--- src/spps_top_note_end.sv ---
`timescale 1ns/1ps
`default_nettype none
`default_nettype wire

--- src/spps_pkg.sv ---
/*
  Constants shared by the serial programming port sequencer: command codes,
  serial frame lengths, bulk erase keys, register offsets and field positions.
  Assumes a 22-bit table address space and an 8-bit register port.
*/
`default_nettype none
package spps_pkg;
  // ----------------------------------------------------------------
  // Serial frame
  // ----------------------------------------------------------------
  localparam logic [4:0] SER_CMD_BITS = 5'h04;
  localparam logic [4:0] SER_TURN_BITS = 5'h0C;
  localparam logic [4:0] SER_FRAME_BITS = 5'h14;
  localparam logic [4:0] SER_LAST_BIT = 5'h13;
  localparam logic [4:0] SER_HOLD_RISE = 5'h03;
  // ----------------------------------------------------------------
  // Command codes
  // ----------------------------------------------------------------
  localparam logic [3:0] CMD_CORE = 4'h0;
  localparam logic [3:0] CMD_SHIFT_LATCH = 4'h2;
  localparam logic [3:0] CMD_RD = 4'h8;
  localparam logic [3:0] CMD_RD_POSTINC = 4'h9;
  localparam logic [3:0] CMD_RD_POSTDEC = 4'hA;
  localparam logic [3:0] CMD_RD_PREINC = 4'hB;
  localparam logic [3:0] CMD_WR = 4'hC;
  localparam logic [3:0] CMD_WR_INC2 = 4'hD;
  localparam logic [3:0] CMD_PROG_INC2 = 4'hE;
  localparam logic [3:0] CMD_PROG = 4'hF;
  // ----------------------------------------------------------------
  // Addresses and keys
  // ----------------------------------------------------------------
  localparam int PTR_W = 22;
  localparam logic [21:0] PTR_ZERO = 22'h000000;
  localparam logic [21:0] PTR_ONE = 22'h000001;
  localparam logic [21:0] PTR_TWO = 22'h000002;
  localparam logic [21:0] ROW_MASK = 22'h3FFFC0;
  localparam logic [21:0] BULK_KEY1_ADDR = 22'h3C0005;
  localparam logic [15:0] BULK_KEY1_DATA = 16'h3F3F;
  localparam logic [21:0] BULK_KEY2_ADDR = 22'h3C0004;
  localparam logic [15:0] BULK_KEY2_DATA = 16'h8F8F;
  // ----------------------------------------------------------------
  // Register port
  // ----------------------------------------------------------------
  localparam logic [7:0] REG_PTR_LO = 8'h00;
  localparam logic [7:0] REG_PTR_HI = 8'h04;
  localparam logic [7:0] REG_PTR_UP = 8'h08;
  localparam logic [7:0] REG_LATCH = 8'h0C;
  localparam logic [7:0] REG_MEMCTL = 8'h10;
  localparam logic [7:0] REG_CONFIG = 8'h14;
  localparam logic [7:0] REG_STATUS = 8'h18;
  localparam int MC_FLASH_SEL = 7;
  localparam int MC_CONFIG_SEL = 6;
  localparam int MC_ERASE_SEL = 4;
  localparam int MC_WRITE_EN = 2;
  localparam int MC_WRITE_START = 1;
  localparam logic [7:0] MEMCTL_RST = 8'h00;
  localparam logic [7:0] BYTE_ZERO = 8'h00;
  localparam logic [15:0] WORD_ZERO = 16'h0000;
  typedef enum logic [1:0] {SPPS_SEL_NONE, SPPS_SEL_DEF, SPPS_SEL_ALT} spps_sel_t;
endpackage
`default_nettype wire

--- src/spps_sync.sv ---
/*
  Two-flop synchroniser for a group of pin inputs.
  Assumes the inputs are asynchronous to clk_in and are single-bit levels.
*/
`timescale 1ns/1ps
`default_nettype none
module spps_sync
  import spps_pkg::*;
#(
  parameter int WIDTH = 6
) (
  input wire logic clk_in,
  input wire logic rst_b_in,
  input wire logic [WIDTH-1:0] async_in,
  output logic [WIDTH-1:0] sync_out
);
  typedef struct packed {
    logic [WIDTH-1:0] meta;
    logic [WIDTH-1:0] stable;
  } spps_sync_t;
  spps_sync_t q;
  spps_sync_t next_q;
  always_comb begin
    next_q.meta = async_in;
    next_q.stable = q.meta;
  end
  always_ff @(posedge clk_in or negedge rst_b_in) begin
    if (!rst_b_in) begin
      q <= '0;
    end else begin
      q <= next_q;
    end
  end
  assign sync_out = q.stable;
endmodule
`default_nettype wire

--- src/spps_ptr_calc.sv ---
/*
  Table pointer arithmetic for table reads and writes.
  Assumes the caller applies the new pointer once per command: at the read turnaround, or when a write completes.
*/
`timescale 1ns/1ps
`default_nettype none
module spps_ptr_calc
  import spps_pkg::*;
(
  input wire logic [3:0] cmd_in,
  input wire logic [21:0] ptr_in,
  input wire logic [21:0] code_top_in,
  output logic [21:0] read_addr_out,
  output logic [21:0] next_ptr_out
);
  always_comb begin
    read_addr_out = ptr_in;
    next_ptr_out = ptr_in;
    case (cmd_in)
      CMD_RD_POSTINC: begin
        // Wrapping keeps a verify loop from walking into unimplemented space.
        next_ptr_out = (ptr_in == code_top_in) ? PTR_ZERO : ptr_in + PTR_ONE;
      end
      CMD_RD_POSTDEC: begin
        next_ptr_out = ptr_in - PTR_ONE;
      end
      CMD_RD_PREINC: begin
        next_ptr_out = ptr_in + PTR_ONE;
        read_addr_out = ptr_in + PTR_ONE;
      end
      CMD_WR_INC2, CMD_PROG_INC2: begin
        next_ptr_out = ptr_in + PTR_TWO;
      end
      default: begin
        next_ptr_out = ptr_in;
      end
    endcase
  end
endmodule
`default_nettype wire

--- src/spps_top.sv ---
/*
  Serial programming port sequencer: two pin groups, command shifter,
  table pointer and latch, timed erase and program control, register port.
  Assumes the core executes injected instructions and writes the pointer,
  latch and control registers back through the register port, and that the
  flash array answers a read strobe with data on the following cycle.
*/
// Operation
// - Programmer clocks serial data; bits sampled on falling edge, LSb first.
// - Each transaction is 20 bits: 4-bit command then 16-bit operand.
// - Operand is 16 bits in, or 8 bits in then 8 bits out.
// - Command 0000 hands the 16-bit operand to the core as instruction.
// - 0010 shifts latch out; 1000-1011 read with pointer hold, inc, dec, pre-inc.
// - 1100 writes with pointer held; 1101 writes then adds two.
// - 1110 writes, starts programming, adds two; 1111 writes and starts.
// - Dedicated pins carry the same protocol when the port enable is set.
// - Default pins keep working while the dedicated port is enabled.
// - First high-voltage enable seen selects the port; the other is ignored.
// - Port enable writable only from default port; alternate erase keeps it.
// - Single 64-byte aligned row erase, refused for protected rows.
// - After write start, fourth clock of a no-op held high times the operation.
// - Operation ends when the clock falls; programmer then keeps clock low.
// - Row erase hits the row holding the pointer, any byte within it.
// - Buffer loaded with two-byte post-increment writes; last one starts programming.
// - Read turnaround after eighth operand clock; byte out on last eight, LSb first.
// - Post-increment read at top of code memory wraps pointer to zero.
`timescale 1ns/1ps
`default_nettype none
module spps_top
  import spps_pkg::*;
#(
  parameter logic [21:0] CODE_TOP = 22'h00FFFF
) (
  input wire logic clk_in,
  input wire logic rst_b_in,
  input wire logic hv_enable_pin_in,
  input wire logic alt_hv_enable_pin_in,
  input wire logic prog_clock_pin_in,
  input wire logic prog_data_pin_in,
  output logic prog_data_pin_out,
  output logic prog_data_pin_oe_out,
  input wire logic alt_prog_clock_pin_in,
  input wire logic alt_prog_data_pin_in,
  output logic alt_prog_data_pin_out,
  output logic alt_prog_data_pin_oe_out,
  input wire logic [7:0] reg_addr_in,
  input wire logic [7:0] reg_wdata_in,
  input wire logic reg_wr_in,
  input wire logic reg_rd_in,
  output logic [7:0] reg_rdata_out,
  output logic [15:0] core_instr_out,
  output logic core_instr_valid_out,
  output logic [21:0] flash_addr_out,
  output logic [15:0] flash_wdata_out,
  output logic flash_wr_out,
  output logic flash_rd_out,
  input wire logic [7:0] flash_rdata_in,
  input wire logic row_protected_in,
  output logic flash_prog_out,
  output logic flash_row_erase_out,
  output logic flash_bulk_erase_out,
  output logic dedicated_port_enable_out
);
  // ----------------------------------------------------------------
  // State
  // ----------------------------------------------------------------
  typedef struct packed {
    spps_sel_t sel;
    logic clk_d;
    logic [4:0] cnt;
    logic [3:0] cmd;
    logic [15:0] opr;
    logic [21:0] ptr;
    logic [7:0] latch;
    logic [7:0] memctl;
    logic port_en;
    logic armed;
    logic pend;
    logic busy;
    logic refused;
    logic rd_pend;
    logic dout;
    logic doe;
    logic def_oe;
    logic alt_oe;
    logic [15:0] core_instr;
    logic core_valid;
    logic [21:0] fl_addr;
    logic [15:0] fl_wdata;
    logic fl_wr;
    logic fl_rd;
    logic fl_prog;
    logic fl_row;
    logic fl_bulk;
    logic [7:0] rdata;
  } spps_state_t;
  spps_state_t q;
  spps_state_t next_q;
  logic [5:0] pins_s;
  logic hv_s;
  logic ahv_s;
  logic ck;
  logic dt;
  logic rise;
  logic fall;
  logic [21:0] calc_raddr;
  logic [21:0] calc_nptr;
  logic is_read;
  logic [4:0] out_idx;
  // ----------------------------------------------------------------
  // Pin synchronisers and port mux
  // ----------------------------------------------------------------
  spps_sync #(.WIDTH(6)) u_sync (
    .clk_in(clk_in),
    .rst_b_in(rst_b_in),
    .async_in({hv_enable_pin_in, alt_hv_enable_pin_in, prog_clock_pin_in,
               prog_data_pin_in, alt_prog_clock_pin_in, alt_prog_data_pin_in}),
    .sync_out(pins_s)
  );
  assign hv_s = pins_s[5];
  assign ahv_s = pins_s[4];
  // Both pin groups feed one shifter, so the two ports shift identically; only the default port changes the port enable.
  assign ck = (q.sel == SPPS_SEL_ALT) ? pins_s[1] : pins_s[3];
  assign dt = (q.sel == SPPS_SEL_ALT) ? pins_s[0] : pins_s[2];
  assign rise = ck & ~q.clk_d & (q.sel != SPPS_SEL_NONE);
  assign fall = ~ck & q.clk_d & (q.sel != SPPS_SEL_NONE);
  assign is_read = q.cmd[3] & ~q.cmd[2];
  assign out_idx = q.cnt - SER_TURN_BITS;
  spps_ptr_calc u_ptr (
    .cmd_in(q.cmd),
    .ptr_in(q.ptr),
    .code_top_in(CODE_TOP),
    .read_addr_out(calc_raddr),
    .next_ptr_out(calc_nptr)
  );
  // ----------------------------------------------------------------
  // Next state
  // ----------------------------------------------------------------
  always_comb begin
    next_q = q;
    next_q.clk_d = ck;
    next_q.core_valid = 1'b0;
    next_q.fl_wr = 1'b0;
    next_q.fl_rd = 1'b0;
    next_q.fl_bulk = 1'b0;
    next_q.rd_pend = q.fl_rd;
    // The first enable to reach high voltage owns the session until it drops.
    case (q.sel)
      SPPS_SEL_NONE: begin
        if (hv_s) begin
          next_q.sel = SPPS_SEL_DEF;
        end else if (ahv_s && q.port_en) begin
          next_q.sel = SPPS_SEL_ALT;
        end
        next_q.cnt = '0;
        next_q.doe = 1'b0;
      end
      SPPS_SEL_DEF: begin
        if (!hv_s) begin
          next_q.sel = SPPS_SEL_NONE;
        end
      end
      SPPS_SEL_ALT: begin
        if (!ahv_s) begin
          next_q.sel = SPPS_SEL_NONE;
        end
      end
      default: begin
        next_q.sel = SPPS_SEL_NONE;
      end
    endcase
    if (q.rd_pend && q.sel != SPPS_SEL_NONE) begin
      next_q.latch = flash_rdata_in;
      next_q.dout = flash_rdata_in[0];
      next_q.doe = 1'b1;
    end
    if (rise) begin
      if (q.pend && q.cnt == SER_HOLD_RISE) begin
        // The held-high fourth clock times the erase or program pulse.
        if (q.memctl[MC_WRITE_EN]) begin
          if (q.memctl[MC_ERASE_SEL]) begin
            if (row_protected_in) begin
              next_q.refused = 1'b1;
            end else begin
              next_q.fl_row = 1'b1;
              next_q.busy = 1'b1;
              next_q.fl_addr = q.ptr & ROW_MASK;
            end
          end else begin
            next_q.fl_prog = 1'b1;
            next_q.busy = 1'b1;
            next_q.fl_addr = q.ptr;
          end
        end else begin
          next_q.refused = 1'b1;
        end
      end
      if (q.doe && q.cnt > SER_TURN_BITS) begin
        next_q.dout = q.latch[out_idx[2:0]];
      end
    end
    if (fall) begin
      if (q.busy || q.refused) begin
        next_q.busy = 1'b0;
        next_q.fl_prog = 1'b0;
        next_q.fl_row = 1'b0;
        next_q.pend = 1'b0;
        next_q.memctl[MC_WRITE_START] = 1'b0;
        next_q.refused = 1'b0;
      end
      next_q.cnt = q.cnt + 5'h01;
      if (q.cnt < SER_CMD_BITS) begin
        next_q.cmd[q.cnt[1:0]] = dt;
      end else begin
        next_q.opr[q.cnt[3:0] - SER_CMD_BITS[3:0]] = dt;
      end
      if (q.cnt == SER_TURN_BITS - 5'h01 && (is_read || q.cmd == CMD_SHIFT_LATCH)) begin
        // Read happens in the turnaround gap so the byte is ready to drive.
        if (is_read) begin
          next_q.fl_rd = 1'b1;
          next_q.fl_addr = calc_raddr;
          next_q.ptr = calc_nptr;
        end else begin
          next_q.dout = q.latch[0];
          next_q.doe = 1'b1;
        end
      end
      if (q.cnt == SER_LAST_BIT) begin
        next_q.cnt = '0;
        next_q.doe = 1'b0;
        if (q.cmd == CMD_CORE) begin
          next_q.core_instr = {dt, q.opr[14:0]};
          next_q.core_valid = 1'b1;
        end else if (q.cmd[3] & q.cmd[2]) begin
          next_q.fl_wr = 1'b1;
          next_q.fl_addr = q.ptr;
          next_q.fl_wdata = {dt, q.opr[14:0]};
          next_q.ptr = calc_nptr;
          if (q.cmd[1]) begin
            next_q.pend = 1'b1;
          end
          if (q.cmd == CMD_WR) begin
            if (q.ptr == BULK_KEY1_ADDR && {dt, q.opr[14:0]} == BULK_KEY1_DATA) begin
              next_q.armed = 1'b1;
            end else if (q.armed && q.ptr == BULK_KEY2_ADDR
                         && {dt, q.opr[14:0]} == BULK_KEY2_DATA) begin
              next_q.armed = 1'b0;
              next_q.fl_bulk = 1'b1;
              if (q.sel == SPPS_SEL_DEF) begin
                next_q.port_en = 1'b0;
              end
            end else begin
              next_q.armed = 1'b0;
            end
          end
        end
      end
    end
    // Register port: the core writes back what the injected instructions set.
    if (reg_wr_in) begin
      if (reg_addr_in == REG_PTR_LO) begin
        next_q.ptr[7:0] = reg_wdata_in;
      end else if (reg_addr_in == REG_PTR_HI) begin
        next_q.ptr[15:8] = reg_wdata_in;
      end else if (reg_addr_in == REG_PTR_UP) begin
        next_q.ptr[21:16] = reg_wdata_in[5:0];
      end else if (reg_addr_in == REG_LATCH) begin
        next_q.latch = reg_wdata_in;
      end else if (reg_addr_in == REG_MEMCTL) begin
        next_q.memctl = reg_wdata_in;
        if (reg_wdata_in[MC_WRITE_START]) begin
          next_q.pend = 1'b1;
        end
      end else if (reg_addr_in == REG_CONFIG) begin
        if (q.sel == SPPS_SEL_DEF) begin
          next_q.port_en = reg_wdata_in[0];
        end
      end
    end
    next_q.rdata = BYTE_ZERO;
    if (reg_rd_in) begin
      if (reg_addr_in == REG_PTR_LO) begin
        next_q.rdata = q.ptr[7:0];
      end else if (reg_addr_in == REG_PTR_HI) begin
        next_q.rdata = q.ptr[15:8];
      end else if (reg_addr_in == REG_PTR_UP) begin
        next_q.rdata = {2'h0, q.ptr[21:16]};
      end else if (reg_addr_in == REG_LATCH) begin
        next_q.rdata = q.latch;
      end else if (reg_addr_in == REG_MEMCTL) begin
        next_q.rdata = q.memctl;
      end else if (reg_addr_in == REG_CONFIG) begin
        next_q.rdata = {7'h00, q.port_en};
      end else if (reg_addr_in == REG_STATUS) begin
        next_q.rdata = {2'h0, q.refused, q.busy, q.pend, q.armed, q.sel};
      end
    end
    next_q.def_oe = next_q.doe && (next_q.sel == SPPS_SEL_DEF);
    next_q.alt_oe = next_q.doe && (next_q.sel == SPPS_SEL_ALT);
  end
  always_ff @(posedge clk_in or negedge rst_b_in) begin
    if (!rst_b_in) begin
      q <= '0;
      q.memctl <= MEMCTL_RST;
    end else begin
      q <= next_q;
    end
  end
  // ----------------------------------------------------------------
  // Outputs
  // ----------------------------------------------------------------
  assign prog_data_pin_out = q.dout;
  assign prog_data_pin_oe_out = q.def_oe;
  assign alt_prog_data_pin_out = q.dout;
  assign alt_prog_data_pin_oe_out = q.alt_oe;
  assign reg_rdata_out = q.rdata;
  assign core_instr_out = q.core_instr;
  assign core_instr_valid_out = q.core_valid;
  assign flash_addr_out = q.fl_addr;
  assign flash_wdata_out = q.fl_wdata;
  assign flash_wr_out = q.fl_wr;
  assign flash_rd_out = q.fl_rd;
  assign flash_prog_out = q.fl_prog;
  assign flash_row_erase_out = q.fl_row;
  assign flash_bulk_erase_out = q.fl_bulk;
  assign dedicated_port_enable_out = q.port_en;
endmodule
`default_nettype wire

--- config.mk ---
export PLATFORM = sky130hd
export DESIGN_NAME = spps_top
export DESIGN_NICKNAME = d
export VERILOG_FILES = /design/src/spps_top_note_end.sv /design/src/spps_pkg.sv /design/src/spps_sync.sv /design/src/spps_ptr_calc.sv /design/src/spps_top.sv
export SDC_FILE = /design/constraint.sdc
export NUM_CORES = 1
export LEC_CHECK = 0
export ABC_AREA = 1
export BUFFER_PORTS_ARGS = -buffer_cell sky130_fd_sc_hd__buf_4
export CAP_MARGIN = 20
export CORE_AREA = 10 10 161 163
export CTS_BUF_LIST = sky130_fd_sc_hd__clkbuf_2
export CTS_CLUSTER_SIZE = 16
export DETAILED_ROUTE_END_ITERATION = 10
export DIE_AREA = 0 0 171 173
export PLACE_DENSITY = 0.69
export RECOVER_POWER = 25
export SLEW_MARGIN = 10
export SYNTH_ARGS = -nofsm -noshare
export SYNTH_HDL_FRONTEND = slang
export SYNTH_HIERARCHICAL = 1
export SYNTH_SLANG_ARGS = --single-unit
--- constraint.sdc ---
create_clock -name clk_in -period 3.71 [get_ports clk_in]
set_input_delay 0.742 -clock clk_in [delete_from_list [all_inputs] [get_ports clk_in]]
set_output_delay 0.742 -clock clk_in [all_outputs]
set_load 0.005 [all_outputs]
Yosys cells after proc, flatten, opt, wreduce, memory -nomap -nowiden:

Index checks and enable logic that the tools add are counted.

* output and inout port bits: 73
* logic and storage cells: 225
* register bits: 156

* $add $sub $neg: 6
* reductions and logical operators: 26
* bitwise logic cells: 15
* $lt $le $gt $ge: 7
* eq/ne operators: 25
* mux-type cells: 115

Operator list (count)
* two-way mux 22 bit: 14
* two-way mux 39 bit: 3
* two-way mux 8 bit: 11
* one-hot mux 22 bit (4 select lines): 1
* two-way mux 17 bit: 3
* two-way mux 47 bit: 1
* == test 22 bit, second input constant: 2
* two-way mux 1 bit: 44
* two-way mux 44 bit: 1
* two-way mux 40 bit: 1
* two-way mux 2 bit: 15
* == test 4 bit, second input constant: 6
* == test 8 x 5 -> 1 bit, second input constant: 3
* two-way mux 6 bit: 4
* adder 22 x 1 -> 22 bit, second input constant: 1
* adder 22 x 2 -> 22 bit, second input constant: 1
* == test 22 x 16 -> 1 bit, second input constant: 1
* subtractor 22 x 1 -> 22 bit, second input constant: 1
* bitwise mux 16 bit: 1
* == test 16 x 14 -> 1 bit, second input constant: 1
* == test 16 bit, second input constant: 1
* == test 8 x 4 -> 1 bit, second input constant: 2
* two-way mux 16 bit: 1
* two-way mux 5 bit: 3
* 40 further kinds: 72

Depth between registers and ports, before layout:

Gate-level depths: netlist of run 1.

* depth after elaboration: 19
* mapped depth: 16
* mapped depth without buffers: 15

Cells and area by module:

The synthesis of run 1 kept the hierarchy.

Modules (own cells, without submodules)
* spps_top: area each 7997.7 um2, seq. area each 3578.4 um2, cells an instance 1069, instances 1
* spps_ptr_calc: area each 2906.5 um2, seq. area each 0.0 um2, cells an instance 635, instances 1
* spps_sync: area each 300.3 um2, seq. area each 300.3 um2, cells an instance 12, instances 1

Worst setup path before layout of run 1:

Ideal clock, no wire load.

* path kind: register -> register
* start: reg q[95] (netlist name)
* end: reg q[115] (netlist name)
* cell stages (with the launch flop): 15
* required time: 3582 ps
* slack: 1767 ps
* arrival: 1815 ps
* library setup time: 128 ps
* cell sequence: dfrtp_1 > ha_1 > nand3_1 > nor2_1 > inv_1 > nor2_1 > nand3_1 > nand3_1 > nand2_1 > inv_1 > nand4_1 > nor2_1 > a21oi_1 > nand2_1 > o21ai_0

RTL lines
* start, declared: RTL line spps_top.sv:97 `spps_state_t q;`
* start signal, assigned: RTL line spps_top.sv:306 `q <= next_q;`

==> results of run 1 <==
cell usage after synthesis, drive strengths merged, types with 3 or more instances:
cell type,number
o21ai,178
a21oi,31
nor3,11
xor2,12
nand4,42
inv,220
nor2,190
nand3,180
nand3b,9
ha,8
clkinv,3
buf,116
o21bai,3
o22ai,3
nand2,535
clkbuf,5
dfrtp,155
worst min-delay path by stage:
| stage | slack [ns] | cells past startpoint | start | end |
|---|---|---|---|---|
| after floorplan | 0.33 | 0 | u_sync/next_q[0]$_DFF_PN0_ | u_sync/sync_out[0]$_DFF_PN0_ |
| after global placement | 0.33 | 0 | u_sync/next_q[0]$_DFF_PN0_ | u_sync/sync_out[0]$_DFF_PN0_ |
| after detailed placement | 0.33 | 0 | u_sync/next_q[5]$_DFF_PN0_ | u_sync/sync_out[5]$_DFF_PN0_ |
| after CTS | 0.007 | 1 | prog_clock_pin_in | u_sync/next_q[3]$_DFF_PN0_ |
| after global routing | 0.11 | 3 | reg_wdata_in[6] | q[100]$_DFF_PN0_ |
| final | 0.18 | 3 | reg_wdata_in[6] | q[100]$_DFF_PN0_ |
worst min-delay path, cell delays in order:
cell and delay [ns]:
buf_4 0.10, nand2_1 0.06, nand2_1 0.06
power groups by stage:
stage	clock [W]	combinational [W]	sequential, W
2_1_floorplan	0	0.000391	0.00181
5_1_grt	0.00103	0.000642	0.00184
3_3_place_gp	0	0.000552	0.00186
6_report	0.000951	0.000578	0.00184
4_1_cts	0.000951	0.000559	0.00183
3_5_place_dp	0	0.000555	0.00186
kinds of logic after synthesis:
family | after synthesis
compound gates | 222
xor+xnor | 14
fa+ha+maj | 8
buf+inv | 344
flops | 155
other cells | 2
simple gates | 971
per-layer routing:
layer  GRT usage (%)  wire length (um)  vias up
li1                -                 -     5474
met1           36.54             16590     5301
met2           37.36             16680      603
met3           4.691              3860       70
met4           7.611              1043        0
met5               0                 0        -
through the flow:
stage	hold WS [ns]	worst slack [ns]	area, sq um
floorplan	0.3312	1.767	11350
global placement	0.3335	1.070	11750
detailed placement	0.3347	1.055	11750
CTS	0.006768	1.019	12000
global route	0.1120	0.7469	12030
finish	0.1789	0.8959	12030
area by class of cell:
class | count | area, sq um
Multi-Input combinational cell | 1256 | 5751
Clock buffer | 17 | 85.08
Clock inverter | 15 | 152.6
Inverter | 223 | 840.8
Tap cell | 285 | 356.6
Sequential cell | 155 | 3879
Timing Repair Buffer | 128 | 968.4
Fill cell | 2358 | 10540
==> flow_metrics.tcl, run 1 <==
set metrics [dict create \
    status "finished, violations left" \
    violations "max-capacitance violations, max-slew violations" \
    slowest_stage "dfrtp_1" \
    rr_endpoint "flash_addr_out[5]$_DFF_PN0_" \
    grt_pass1_wl_um 59770 \
    dieArea_sq_um 29580 \
    syn_inst 1716 \
    async_flop_share_pct 100.0 \
    r2r_cells 9 \
    period_share_pct 75.85 \
    switching_share_pct 36.76 \
    drive_above_1_share_pct 12.10 \
    portBuffers 107 \
    crit_end "flash_addr_out[5]$_DFF_PN0_" \
    placedCellCount 2040 \
    start_util_pct 49.64 \
    synth_cell_types 45 \
    synth_edf_count 0 \
    htreeDepth 4 \
    fmax_ghz 0.3554 \
    rows 55 \
    clkPwrFrac_pct 28.3 \
    ant_nets 0 \
    synth_top_area_share_pct 34.62 \
    drt_first_pass_iters 8 \
    gp_congestion 1.033 \
    switching_power_w 0.001236 \
    ff2ff_setup_slack_ns 0.90 \
    antenna_found_initial 0 \
    mostFrequentLayoutCells "nand2_1, inv_1, nand3_1" \
    slew_headroom_pct -27.38 \
    path_clk_slew_ns 0.27 \
    cts_buffers 17 \
    drv_slew 72 \
    comb_power_share_pct 17.2 \
    cp-startpoint "q[136]$_DFFE_PN0P_" \
    yosysSeqAreaShare_pct 34.62 \
    grt_max_degree 72 \
    fin_cells 2079 \
    synth_compound_area_share_pct 10.33 \
    drc 0 \
    hpwl_um 28950 \
    cts_tree "built" \
    r2r_start "q[136]$_DFFE_PN0P_" \
    hp-class "in2reg" \
    yosys-top-cells-area "dfrtp_1, nand2_1, nand3_1" \
    vias_per_cell 5.506 \
    drt_iter0_markers 1453 \
    worst-path-max-fanout 35 \
    core_area_sq_um 22570 \
    yosysTopAreaCell "dfrtp_1" \
    slowest_delay_ns 0.62 \
    cellLeakagePower_nw 6.021 \
    hold_violations 0 \
    cp_top_family "simple AND/OR/NAND/NOR gates" \
    cp.buffers_inverters 1 \
    synth_ff_type "dfrtp_1" \
    cellPowerDensity_nw_per_um2 279.5 \
    die_width_um 171 \
    crit_chain "ha_1 -> nand2_1 -> nor2_2 -> nand2_4 -> nor2_4 -> inv_2 -> nor2_1 -> nor2_1 -> nand3_1" \
    synth-adder-area-share_pct 0.8934 \
    worst-slew-pin-transition_ns 1.911 \
    synth_top_family_by_area "simple AND/OR/NAND/NOR gates" \
    holdBufCountCts 1 \
    cpMostUsedCell "nor2_1" \
    area.growth.synth_to_final_pct 7.393 \
    drv_cap 1 \
    fin_util_pct 53.31 \
    rsz0062_at_grt "no" \
    final_common_cell "nand2_1" \
    cp.arrival_ns 3.56 \
    end_kind "register" \
    grt.overflow.total 0 \
    cp.depth 9 \
    ys_warn_count 6 \
    cts_num_sinks 155 \
    drt_wl_total_um 38170 \
    tns_ns 0 \
    skew_ns 0.03311 \
    finalSetupViolCount 0 \
    synth-simple-area-share_pct 37.70 \
    cts_buffer_depth 2 \
    p_int_w 0.002127 \
    nets 1824 \
    totalPowerFinal_w 0.003363 \
    post_cts_resized 0 \
    seq_power_share_pct 54.6 \
    postCtsSetupBuffers 0 \
    ioPinCount 108 \
    worstPathRequired_ns 4.46 \
    cts-root-buf "clkbuf_2" \
    vias 11450 \
    synth_area_per_cell_sq_um 6.529 \
    wl_per_cell_um 18.36 \
    clock_latency_ns 0.79 \
    grt_pass1_vias 10510 \
    die_h_um 173 \
    period_minus_slack_ns 2.814 \
    synth_xor_xnor_area_share_pct 1.094 \
    antennaDiodeCount 0 \
    synth_area_sq_um 11200 \
    ys_seq_elements 155 \
    synth.area.mux_share_pct 0 \
    worstSetupPathType "reg2reg" \
    peakVddDrop_mv 0.1499 \
    grt_use_total_pct 25.34 \
    start_kind "register" \
]
(Power assumes the default switching activity.)
==> run 2: changes to the inputs <==
--- a/config.mk
+++ b/config.mk
@@ -5,14 +5,14 @@
 export SDC_FILE = /design/constraint.sdc
 export NUM_CORES = 1
 export LEC_CHECK = 0
-export ABC_AREA = 1
+export ABC_AREA = 0
 export BUFFER_PORTS_ARGS = -buffer_cell sky130_fd_sc_hd__buf_4
 export CAP_MARGIN = 20
-export CORE_AREA = 10 10 161 163
+export CORE_AREA = 10 10 153 155
 export CTS_BUF_LIST = sky130_fd_sc_hd__clkbuf_2
 export CTS_CLUSTER_SIZE = 16
 export DETAILED_ROUTE_END_ITERATION = 10
-export DIE_AREA = 0 0 171 173
+export DIE_AREA = 0 0 163 165
 export PLACE_DENSITY = 0.69
 export RECOVER_POWER = 25
 export SLEW_MARGIN = 10
==> constraint.sdc (replaced) <==
create_clock -name clk_in -period 2.85 [get_ports clk_in]
set_input_delay 0.57 -clock clk_in [delete_from_list [all_inputs] [get_ports clk_in]]
set_output_delay 0.57 -clock clk_in [all_outputs]
set_load 0.005 [all_outputs]
==> flow_metrics.tcl, run 2 <==
set metrics [dict create \
    status "complete, no violations" \
    fin_util_pct 57.26 \
    htreeDepth 4 \
    yosysTopAreaCell "dfrtp_1" \
    grt_use_total_pct 23.86 \
    clock_latency_ns 0.77 \
    skew_ns 0.04377 \
    cts_tree "built" \
    dieArea_sq_um 26900 \
    vias 8978 \
    ff2ff_setup_slack_ns 0.07 \
    cp.arrival_ns 3.43 \
    drv_cap 0 \
    ioPinCount 108 \
    peakVddDrop_mv 0.2396 \
    drive_above_1_share_pct 27.16 \
    period_share_pct 97.43 \
    slowest_stage "dfrtp_1" \
    ys_top_cells_by_count "dfrtp_1, nor2_1, nand2_1" \
    crit_chain "xnor2_1 -> nand4_1 -> nor4_1 -> buf_4 -> nand2_1 -> o21bai_1 -> o221ai_1 -> mux2i_1 -> a21oi_1" \
    cts_buffers 17 \
    cp_top_family "compound AO/OA/AOI/OAI gates" \
    rsz0062_at_grt "no" \
    grt_use_met1_pct 33.20 \
    path_clk_slew_ns 0.31 \
    gp_congestion 1.011 \
    yosys-top-cells-area "dfrtp_1, mux2_2, buf_4" \
    yosysSeqAreaShare_pct 38.48 \
    synth_ff_type "dfrtp_1" \
    fin_cells 1476 \
    use_met3_pct 5.701 \
    drv_slew 0 \
    wl_per_cell_um 21.80 \
    synth_area_per_cell_sq_um 9.394 \
    worstPathRequired_ns 3.50 \
    area.growth.synth_to_final_pct 14.57 \
    r2r_start "q[96]$_DFF_PN0_" \
    yosysMostFrequentCell "dfrtp_1" \
    final_area_sq_um 11550 \
    slowest_delay_ns 0.55 \
    drt_wl_total_um 32180 \
    totalPowerFinal_w 0.004831 \
    cp.buffers_inverters 1 \
    nets 1234 \
    worstSetupPathType "reg2reg" \
    ys_seq_elements 155 \
    synth_top_area_share_pct 38.48 \
    postCtsSetupBuffers 0 \
    drt_first_pass_iters 6 \
    end_kind "register" \
    drt_iter0_markers 967 \
    finalSetupViolCount 0 \
    die_width_um 163 \
    mostFrequentLayoutCells "buf_4, dfrtp_1, nor2_1" \
    grt.overflow.total 0 \
    hold_violations 0 \
    grt_pass1_wl_um 50530 \
    cellLeakagePower_nw 5.212 \
    core_area_sq_um 20170 \
    crit_end "q[97]$_DFF_PN0_" \
    worst-slew-pin-transition_ns 1.392 \
    grt_max_degree 61 \
    portBuffers 107 \
    placedCellCount 1435 \
    syn_inst 1073 \
    rows 52 \
    cts-root-buf "clkbuf_2" \
    antenna_found_initial 1 \
    hp-class "in2reg" \
    synth_cell_types 88 \
    placed_area_sq_um 11210 \
    use_met2_pct 36.20 \
    r2r_cells 9 \
    cellPowerDensity_nw_per_um2 418.3 \
    cp.depth 9 \
    period_minus_slack_ns 2.777 \
    tns_ns 0 \
    synth_edf_count 0 \
    vias_per_cell 6.083 \
    hpwl_um 23840 \
    cp-startpoint "q[96]$_DFF_PN0_" \
    ant_nets 0 \
    slew_headroom_pct 7.228 \
    busiest_layer "met2" \
    final_common_cell "buf_4" \
    die_h_um 165 \
    rr_endpoint "q[97]$_DFF_PN0_" \
    cts_num_sinks 155 \
    start_kind "register" \
    cts_buffer_depth 2 \
    async_flop_share_pct 100.0 \
    worst-path-max-fanout 7 \
    drc 0 \
    ys_warn_count 6 \
    fmax_ghz 0.3601 \
    synth_area_sq_um 10080 \
    grt_pass1_vias 8682 \
    start_util_pct 49.98 \
]
## run 2: cell types whose count changed in the layout (fill, tap and decap cells not counted), sizes merged, moves of 17 or more
cell	change
xnor2	+37
nand3	-136
and2	+17
conb	-19
mux2i	+46
nand4	-21
o21ai	-122
nand2	-459
a21oi	+31
mux2	+49
buf	+88
nor2	-102
inv	-200
a221o	+20
## run 2: logic make-up after synthesis
kind of cell,share of synthesized area (%)
AO/OA/AOI/OAI,16.24
XOR/XNOR,4.345
adder cells (fa/ha/maj),0.9931
buffers and inverters,9.260
flip-flops,38.48
multiplexers,10.49
other,0.07451
AND/OR/NAND/NOR,20.12
## run 2: metal layers
| metal | vias to the layer above | routed length (um) |
|---|---|---|
| met5 | - | 0 |
| met4 | 0 | 704 |
| met3 | 58 | 3100 |
| met2 | 482 | 14060 |
| met1 | 4360 | 14320 |
| li1 | 4078 | - |
## run 2: worst min-delay path by stage
stage                               startpoint                            to  depth (start not counted)
detailed placement  u_sync/next_q[1]$_DFF_PN0_  u_sync/sync_out[1]$_DFF_PN0_                          0
CTS                          flash_rdata_in[6]               q[92]$_DFF_PN0_                          3
finish                       flash_rdata_in[6]               q[92]$_DFF_PN0_                          3
floorplan                             rst_b_in                     async pin                          0
global placement    u_sync/next_q[1]$_DFF_PN0_  u_sync/sync_out[1]$_DFF_PN0_                          0
global route                   reg_wdata_in[7]               q[93]$_DFF_PN0_                          3
## run 2: report_power, final
group          leakage, nW  switching, W  internal (W)
clock                0.158       0.00104      0.000321
combinational         2.98      0.000638      0.000430
sequential            2.07      0.000115       0.00229
total                 5.21       0.00180       0.00304
## run 2: cell type report
type                       instances  area, sq um
fill                            1863         8621
clock buffer                      17        85.08
inverter                          21        78.83
sequential                       155         3879
multi-input combinational        782         5348
clock inverter                    15        197.7
tap                              270        337.8
antenna                            2        5.005
timing repair buffer             214         1618
## run 2: timing repair
| action | CTS | global route |
|---|---|---|
| hold buffers | 7 | 0 |
| endpoints found under the hold margin | 55 | 0 |
| resized for setup | 0 | 1 |
| setup endpoints to repair | 0 | 1 |
## run 2: worst register-to-register path, cell delays in order (launching register included)
cell,delay (ns)
dfrtp_1,0.55
xnor2_1,0.18
nand4_1,0.17
nor4_1,0.48
buf_4,0.22
nand2_1,0.07
o21bai_1,0.35
o221ai_1,0.33
mux2i_1,0.24
a21oi_1,0.10
## run 2: per-stage QoR
step / hold slack (ns) / setup WS, ns
after floorplan: 0.2744 / 0.3656
final: 0.05702 / 0.07329
after detailed placement: 0.3347 / 0.2587
after global routing: 0.02255 / 0.001083
after CTS: 0.03167 / 0.2306
after global placement: 0.3328 / 0.2645
